===== src/design/ccr_consts.vh =====
`ifndef CCR_CONSTS_VH
`define CCR_CONSTS_VH
// register map (index is the byte address on the plain port)
`define CCR_ADDR_W        4
`define CCR_ADDR_RANGE    4'h4
`define CCR_ADDR_CLAMP    4'h7
`define CCR_ADDR_STATUS   4'h8
`define CCR_DATA_W        16
`define CCR_RESET_VAL     16'h0000
// clamp register field positions
`define CCR_RSV_HI        15
`define CCR_RSV_LO        12
`define CCR_SEL_HI        11
`define CCR_SEL_LO        10
`define CCR_POS_HI        9
`define CCR_POS_LO        6
`define CCR_NEG_HI        5
`define CCR_NEG_LO        2
// clamp select codes
`define CCR_SEL_TRACK     2'h0
`define CCR_SEL_USER      2'h1
`define CCR_SEL_AUTO      2'h2
`define CCR_SEL_BAD       2'h3
// status word bit positions
`define CCR_ST_TRACK      0
`define CCR_ST_USER       1
`define CCR_ST_AUTO       2
`define CCR_ST_VMODE      3
`define CCR_ST_POSOK      4
`define CCR_ST_BADSEL     5
// positive clamp codes valid in voltage output mode
`define CCR_POS_V9        4'h3
`define CCR_POS_V15       4'h8
`define CCR_POS_V18       4'h9
`endif


===== src/design/ccr_sync3.v =====
`timescale 1ns/1ps
// three-stage input synchroniser; output moves only when stages 2 and 3 agree
module ccr_sync3 #(
   parameter W = 4
) (
   input  wire         clk,
   input  wire         rst_n,
   input  wire         ce,
   input  wire [W-1:0] d,
   output reg  [W-1:0] q
);
   reg [W-1:0] s1_reg;
   reg [W-1:0] s2_reg;
   reg [W-1:0] s3_reg;

   // first stage feeds only the second; agreement filters one-edge glitches
   always @(posedge clk) begin
      if (!rst_n) begin
         s1_reg <= {W{1'b0}};
         s2_reg <= {W{1'b0}};
         s3_reg <= {W{1'b0}};
         q      <= {W{1'b0}};
      end else if (ce) begin
         s1_reg <= d;
         s2_reg <= s1_reg;
         s3_reg <= s2_reg;
         if (s2_reg == s3_reg) begin
            q <= s3_reg;
         end
      end
   end
endmodule


===== src/design/ccr_tune.v =====
`timescale 1ns/1ps
`include "ccr_consts.vh"
// picks the optimum positive clamp code from the sensed headroom code.
// in voltage mode it snaps up to the next legal code (9, 15 or 18 V), capping at 18 V
module ccr_tune (
   input  wire       clk,
   input  wire       rst_n,
   input  wire       ce,
   input  wire       enable,
   input  wire       volt_mode,
   input  wire [3:0] sense_code,
   output reg  [3:0] best_code,
   output reg        best_valid
);
   reg [3:0] snap;

   // snap to legal voltage-mode codes; current mode takes any code
   always @* begin
      snap = sense_code;
      if (volt_mode) begin
         if (sense_code <= `CCR_POS_V9) begin
            snap = `CCR_POS_V9;
         end else if (sense_code <= `CCR_POS_V15) begin
            snap = `CCR_POS_V15;
         end else begin
            snap = `CCR_POS_V18;
         end
      end
   end

   // valid held high, with a fresh code every cycle, while tuning is on
   always @(posedge clk) begin
      if (!rst_n) begin
         best_code  <= 4'h0;
         best_valid <= 1'b0;
      end else if (ce) begin
         best_valid <= enable;
         if (enable) begin
            best_code <= snap;
         end
      end
   end
endmodule


===== src/design/ccr_clamp_regs.v =====
// The implementer's own choice: strobed register access.
`timescale 1ns/1ps
`include "ccr_consts.vh"
module ccr_clamp_regs (
   input  wire        clk,
   input  wire        rst_n,
   input  wire        ce,
   input  wire [3:0]  addr,
   input  wire [15:0] wdata,
   input  wire        wr,
   input  wire        rd,
   output reg  [15:0] rdata,
   input  wire [3:0]  headroom_code,
   output wire        track_mode,
   output wire        user_mode,
   output wire        auto_mode,
   output wire        volt_mode,
   output reg  [3:0]  pos_clamp,
   output reg  [3:0]  neg_clamp,
   output wire        pos_clamp_ok
);
   reg  [3:0] rsv_reg;
   reg  [1:0] sel_reg;
   reg  [3:0] pos_reg;
   reg  [3:0] neg_reg;
   reg  [3:0] range_reg;
   reg        bad_sel_reg;
   reg  [1:0] sel_next;
   reg  [3:0] pos_next;
   reg  [3:0] neg_next;
   wire [3:0] head_sync;
   wire [3:0] tune_code;
   wire       tune_valid;
   wire       wr_clamp;
   wire [15:0] clamp_word;
   wire [15:0] status_word;
   reg  [15:0] rdata_next;
   reg  [3:0] pos_clamp_next;
   reg  [3:0] neg_clamp_next;
   wire       wr_range;
   wire       rd_clamp;
   wire       rd_range;
   wire       rd_status;
   wire [3:0] wr_rsv;
   wire [1:0] wr_sel;
   wire [3:0] wr_pos;
   wire [3:0] wr_neg;
   wire       sel_is_bad;
   wire       clamps_off;

   // range codes 0xxx below 4 and 10xx are voltage ranges
   function is_volt_range;
      input [3:0] r;
      begin
         is_volt_range = (r[3:2] == 2'b00) || (r[3:2] == 2'b10);
      end
   endfunction

   // positive clamp code legal for the output mode in force
   function pos_legal;
      input [3:0] c;
      input       v;
      begin
         pos_legal = !v || (c == `CCR_POS_V9) || (c == `CCR_POS_V15)
                     || (c == `CCR_POS_V18);
      end
   endfunction

   // true when a strobe on the plain port hits the given register index
   function hits;
      input       strobe;
      input [3:0] a;
      input [3:0] target;
      begin
         hits = strobe && (a == target);
      end
   endfunction

   // select field of a clamp register word
   function [1:0] sel_of;
      input [15:0] w;
      begin
         sel_of = w[`CCR_SEL_HI:`CCR_SEL_LO];
      end
   endfunction

   // positive clamp field of a clamp register word
   function [3:0] pos_of;
      input [15:0] w;
      begin
         pos_of = w[`CCR_POS_HI:`CCR_POS_LO];
      end
   endfunction

   // negative clamp field of a clamp register word
   function [3:0] neg_of;
      input [15:0] w;
      begin
         neg_of = w[`CCR_NEG_HI:`CCR_NEG_LO];
      end
   endfunction

   // reserved nibble of a clamp register word
   function [3:0] rsv_of;
      input [15:0] w;
      begin
         rsv_of = w[`CCR_RSV_HI:`CCR_RSV_LO];
      end
   endfunction

   // builds the clamp register word; bits 1:0 always read zero
   function [15:0] pack_clamp;
      input [3:0] r;
      input [1:0] s;
      input [3:0] p;
      input [3:0] n;
      begin
         pack_clamp = {r, s, p, n, 2'b00};
      end
   endfunction

   // builds the status word from the live mode flags
   function [15:0] pack_status;
      input bad;
      input ok;
      input v;
      input a;
      input u;
      input t;
      begin
         pack_status = {10'h000, bad, ok, v, a, u, t};
      end
   endfunction

   // strobe decode; unmapped indices fall through and do nothing
   assign wr_clamp    = hits(wr, addr, `CCR_ADDR_CLAMP);
   assign wr_range    = hits(wr, addr, `CCR_ADDR_RANGE);
   assign rd_clamp    = hits(rd, addr, `CCR_ADDR_CLAMP);
   assign rd_range    = hits(rd, addr, `CCR_ADDR_RANGE);
   assign rd_status   = hits(rd, addr, `CCR_ADDR_STATUS);

   // write data split into the clamp register fields
   assign wr_rsv      = rsv_of(wdata);
   assign wr_sel      = sel_of(wdata);
   assign wr_pos      = pos_of(wdata);
   assign wr_neg      = neg_of(wdata);
   assign sel_is_bad  = (wr_sel == `CCR_SEL_BAD);

   // decoded mode flags
   assign volt_mode   = is_volt_range(range_reg);
   assign track_mode  = (sel_reg == `CCR_SEL_TRACK);
   assign user_mode   = (sel_reg == `CCR_SEL_USER);
   assign auto_mode   = (sel_reg == `CCR_SEL_AUTO);
   assign pos_clamp_ok = pos_legal(pos_reg, volt_mode);

   // headroom code arrives from the analog side, so it is resynchronised
   ccr_sync3 #(
      .W (4)
   ) u_sync (
      .clk   (clk),
      .rst_n (rst_n),
      .ce    (ce),
      .d     (headroom_code),
      .q     (head_sync)
   );

   ccr_tune u_tune (
      .clk        (clk),
      .rst_n      (rst_n),
      .ce         (ce),
      .enable     (auto_mode),
      .volt_mode  (volt_mode),
      .sense_code (head_sync),
      .best_code  (tune_code),
      .best_valid (tune_valid)
   );

   // next-state for the clamp fields
   always @* begin
      sel_next = sel_reg;
      pos_next = pos_reg;
      neg_next = neg_reg;
      if (wr_clamp) begin
         // select 11 is kept as written; software is not to use it
         sel_next = wr_sel;
         // clamp writes count only while user mode is already in force
         if (user_mode) begin
            pos_next = wr_pos;
            neg_next = wr_neg;
         end
      end
      // in self-tune mode only hardware writes the positive clamp
      if (auto_mode && tune_valid) begin
         pos_next = tune_code;
      end
   end

   // select field register; all state is frozen while ce is low
   always @(posedge clk) begin
      if (!rst_n) begin
         sel_reg <= `CCR_SEL_TRACK;
      end else if (ce) begin
         sel_reg <= sel_next;
      end
   end

   // positive clamp field; hardware or software, never both in one mode
   always @(posedge clk) begin
      if (!rst_n) begin
         pos_reg <= 4'h0;
      end else if (ce) begin
         pos_reg <= pos_next;
      end
   end

   // negative clamp field
   always @(posedge clk) begin
      if (!rst_n) begin
         neg_reg <= 4'h0;
      end else if (ce) begin
         neg_reg <= neg_next;
      end
   end

   // reserved nibble: stored and read back, drives nothing else
   always @(posedge clk) begin
      if (!rst_n) begin
         rsv_reg <= 4'h0;
      end else if (ce && wr_clamp) begin
         rsv_reg <= wr_rsv;
      end
   end

   // stand-in for the output range field; only its mode bit matters here
   always @(posedge clk) begin
      if (!rst_n) begin
         range_reg <= 4'h0;
      end else if (ce && wr_range) begin
         range_reg <= wdata[3:0];
      end
   end

   // sticky flag for a forbidden select; only reset clears it, so a
   // stray write stays visible to software long after it happened
   always @(posedge clk) begin
      if (!rst_n) begin
         bad_sel_reg <= 1'b0;
      end else if (ce && wr_clamp && sel_is_bad) begin
         bad_sel_reg <= 1'b1;
      end
   end

   // clamp levels follow the fields at the same edge; the next select is
   // used so no stale level is left for a cycle after a mode change
   assign clamps_off = (sel_next == `CCR_SEL_TRACK);

   // tracking mode hands the supply its defaults instead of the fields
   always @* begin
      pos_clamp_next = pos_next;
      neg_clamp_next = neg_next;
      if (clamps_off) begin
         pos_clamp_next = 4'h0;
         neg_clamp_next = 4'h0;
      end
   end

   // clamp output registers; data outputs come straight from flip-flops
   always @(posedge clk) begin
      if (!rst_n) begin
         pos_clamp <= 4'h0;
         neg_clamp <= 4'h0;
      end else if (ce) begin
         pos_clamp <= pos_clamp_next;
         neg_clamp <= neg_clamp_next;
      end
   end

   assign clamp_word  = pack_clamp(rsv_reg, sel_reg, pos_reg, neg_reg);
   assign status_word = pack_status(bad_sel_reg, pos_clamp_ok, volt_mode,
                                    auto_mode, user_mode, track_mode);

   // read mux; unmapped indices and idle cycles return zero
   always @* begin
      rdata_next = 16'h0000;
      if (rd_clamp) begin
         rdata_next = clamp_word;
      end else if (rd_range) begin
         rdata_next = {12'h000, range_reg};
      end else if (rd_status) begin
         rdata_next = status_word;
      end
   end

   // read data stand in the cycle after the read strobe only; zero
   // otherwise so a stale word is never mistaken for a fresh answer
   always @(posedge clk) begin
      if (!rst_n) begin
         rdata <= 16'h0000;
      end else if (ce) begin
         rdata <= rdata_next;
      end
   end
endmodule


===== config.mk =====
export PLATFORM = sky130hd
export DESIGN_NAME = ccr_clamp_regs
export DESIGN_NICKNAME = d
export VERILOG_FILES = /design/src/design/ccr_sync3.v /design/src/design/ccr_tune.v /design/src/design/ccr_clamp_regs.v
export VERILOG_INCLUDE_DIRS = /design/src /design/src/design
export SDC_FILE = /design/constraint.sdc
export NUM_CORES = 1
export LEC_CHECK = 0
export ABC_AREA = 1
export BUFFER_PORTS_ARGS = -buffer_cell sky130_fd_sc_hd__buf_4
export CAP_MARGIN = 30
export CORE_MARGIN = 2
export CORE_UTILIZATION = 50
export DETAILED_ROUTE_END_ITERATION = 7
export PLACE_DENSITY = 0.86
export SYNTH_ARGS = -nofsm -noshare
export SYNTH_HDL_FRONTEND = slang
export SYNTH_SLANG_ARGS = --single-unit

===== constraint.sdc =====
create_clock -name clk -period 1.43 [get_ports clk]
set_input_delay 0.143 -clock clk [delete_from_list [all_inputs] [get_ports clk]]
set_output_delay 0.143 -clock clk [all_outputs]
set_load 0.005 [all_outputs]

==> out/qor.txt <==
Pint = 3.11 mW
Final setup viols = 0
Synth Net Count = 389
clk slew on worst S/H paths = 0.07 ns
Fmax = 728 MHz
CP Capture Type = primary output
PD cells = 1160 nW/µm²
number of synthesis warnings = 0
initial antenna violation count = 0
Avg Vias per Cell = 5.32
HPWL after DPL = 4480 µm
pin count of the biggest net entering global routing = 39
fillers = 442
CP delay by family, top = buffers and inverters
detailed-route DRC error count = 0
area of the die = 6040 µm²
clock skew = 0.00896 ns
Most flops, register = rdata
Post-DP Area = 3200 µm²
maximum VDD drop = 0.774 mV
Sum Neg Setup Slack = 0 ns
clock network power share = 44.9%
nets@finish = 446
Switching Fraction = 22.4%
Port Buf Inserts = 57
Mapped Avg Cell Area = 7.55 µm²
Worst Path Arrival = 1.23 ns
Slew headroom = 71.3%
CTS Buffer Depth = 2
Switch Pwr = 0.895 mW
Hold Path Class = in2reg
Rows = 26
sequential area share after synthesis = 47.1%
Placer Congestion = 0.848
async set-or-reset flop fraction in the synthesized netlist = 0%
CP Max Fanout = 6
Setup CP Type = reg2out
fin crit share = 96.1%
H-tree depth = 3
Core Area = 5170 µm²
First DRT Iteration DRCs = 183
Total Wirelength = 6640 µm
routed vias = 2617
first-pass GRT wire length = 11300 µm
IO Pins = 58
Diodes inserted = 0
crit path time final = 1.37 ns
TritonCTS clock tree = yes
CP max stage delay = 0.33 ns
Die Height = 77.7 µm
remaining antenna violation count = 0
Clock Tree Root = clkbuf_8
crit path max-delay cell type = dfxtp_1
TritonCTS buffer count = 9
Largest register FFs = 16
Post-Syn Area = 2720 µm²
final instance area = 3450 µm²
Comb power frac = 8.4%
clk sinks = 64
Worst Setup Start Kind = flop
sequence of cells on the critical path = inv_1 -> nor2_4 -> buf_4 -> buf_4
DR pass1 iterations = 4
CP dominant cell by count = buf_4
share of layout cells above drive strength 1 = 25.1%
Final Hold Viols = 0
Worst-Skew Late Latency = 0.34 ns
Cells after Synth = 360
number of post-CTS setup repair buffers = 0
GR Overflow Total = 0
number of synthesized flops with an enable pin = 0
hold slack = 0.0232 ns
Area Overhead vs Synth = 26.8%
RSZ-0062 raised after global routing = true
synth unique cells = 28
Yosys reg bits = 64
status = complete, no violations
Sequential Power Share = 46.8%
Buf+Inv Stages, Crit Path = 3
GRT Total Usage = 23.7%
Slew Viols, Final = 0
WL/cell = 13.5 µm
vias in the first global route = 2493
Max Cap Viol = 0
CP required = 1.29 ns
Die X = 77.7 µm
Pleak = 1.41 nW
top_reg_cell synth = dfxtp_1
Starting Density = 52.5%
worst-margin pin slew = 0.430 ns
Finished Core Util = 66.6%
-- layout make-up --
| type | count | area (µm²) | share of cell area (%) |
|---|---|---|---|
| Timing Repair Buffer | 63 | 473 | 13.7 |
| Clock inverter | 2 | 60.1 | 1.74 |
| Multi-Input combinational cell | 244 | 1240 | 35.9 |
| Sequential cell | 64 | 1280 | 37.3 |
| Inverter | 35 | 131 | 3.81 |
| Clock buffer | 14 | 173 | 5.01 |
| Tap cell | 70 | 87.6 | 2.54 |
-- placed cells by master, fill, tap and decap left out, types with 2 or more instances in the layout --
| cell | n |
|---|---|
| nor3_1 | 2 |
| inv_1 | 28 |
| nand2_1 | 46 |
| inv_2 | 6 |
| nor2_1 | 44 |
| nand2_2 | 6 |
| a211oi_1 | 13 |
| dfxtp_2 | 3 |
| nand3_1 | 16 |
| nor2_2 | 2 |
| a21oi_1 | 41 |
| or2_2 | 4 |
| clkbuf_8 | 12 |
| a21oi_2 | 4 |
| nand4_1 | 7 |
| bufinv_16 | 2 |
| dfxtp_1 | 61 |
| buf_4 | 63 |
| o21ai_0 | 46 |
| o211ai_1 | 3 |
| or2_1 | 2 |
| clkbuf_1 | 2 |
-- worst min-delay path: stages --
cell and delay, ns:
buf_4 0.08, nor2_1 0.03, nor2_1 0.08
-- routing by layer --
layer	routed length [µm]	share of wire [%]	vias up	GRT usage (%)
met4	187	2.8	0	12.0
met1	3010	45	1205	30.0
met3	324	4.9	17	5.70
met2	3130	47	75	37.4
li1	-	-	1320	-
met5	0	0	-	0
-- power groups by stage --
stage / registers (mW) / clock network, mW / logic [mW]
after global placement: 1.91 / 0 / 0.321
final: 1.87 / 1.79 / 0.335
after floorplan: 1.90 / 0 / 0.192
after CTS: 1.87 / 1.82 / 0.335
after global routing: 1.88 / 1.91 / 0.377
after detailed placement: 1.91 / 0 / 0.330
-- cells by family after synthesis --
family	after synthesis	synth area share [%]
AOI/OAI and AO/OA	110	22.5
xor gates and xnor gates	1	0.322
buffers and inverters	53	7.87
DFF	64	47.1
and+or+nand+nor	132	22.2
-- worst paths after layout --
| check | start | slack (ns) | end | cells after the start |
|---|---|---|---|---|
| worst min register to register | rsv_reg[3]$_SDFFE_PN0P_ | 0.46 | rsv_reg[3]$_SDFFE_PN0P_ | 2 |
| worst min-delay path | headroom_code[3] | 0.02 | u_sync.s1_reg[3]$_SDFFE_PN0P_ | 3 |
| worst max register to register | sel_reg[0]$_SDFFE_PN0P_ | 0.14 | neg_clamp[1]$_SDFFE_PN0P_ | 6 |
| worst max-delay path | sel_reg[0]$_SDFFE_PN0P_ | 0.06 | user_mode | 4 |
-- Yosys cell counts, types with 4 or more instances --
cell       n  area (µm²)
a211oi_1  13        97.6
a21oi_1   41         205
a21oi_2    4        35.0
buf_2      6        30.0
clkbuf_1  10        37.5
dfxtp_1   64        1280
inv_1     29         109
inv_2      5        18.8
nand2_1   48         180
nand2_2    4        25.0
nand3_1   16        80.1
nand4_1    7        43.8
nor2_1    44         165
o21ai_0   47         235
or2_2      4        25.0
-- stage by stage --
stage / power (mW) / worst slack [ns] / std cells
after floorplan: 2.10 / 0.168 / 360
after global placement: 2.23 / 0.103 / 475
after detailed placement: 2.24 / 0.0787 / 475
after CTS: 4.02 / 0.0202 / 491
after global routing: 4.17 / -0.0203 / 492
final: 4.00 / 0.0565 / 492
-- what timing repair did --
item | in CTS | in global routing
hold buffers | 0 | 0
gates resized for setup | 1 | 6
gates cloned | 0 | 1
pin swaps | 0 | 2
setup endpoints to repair | 1 | 3
Note: power is estimated with default switching activity, not from simulation.
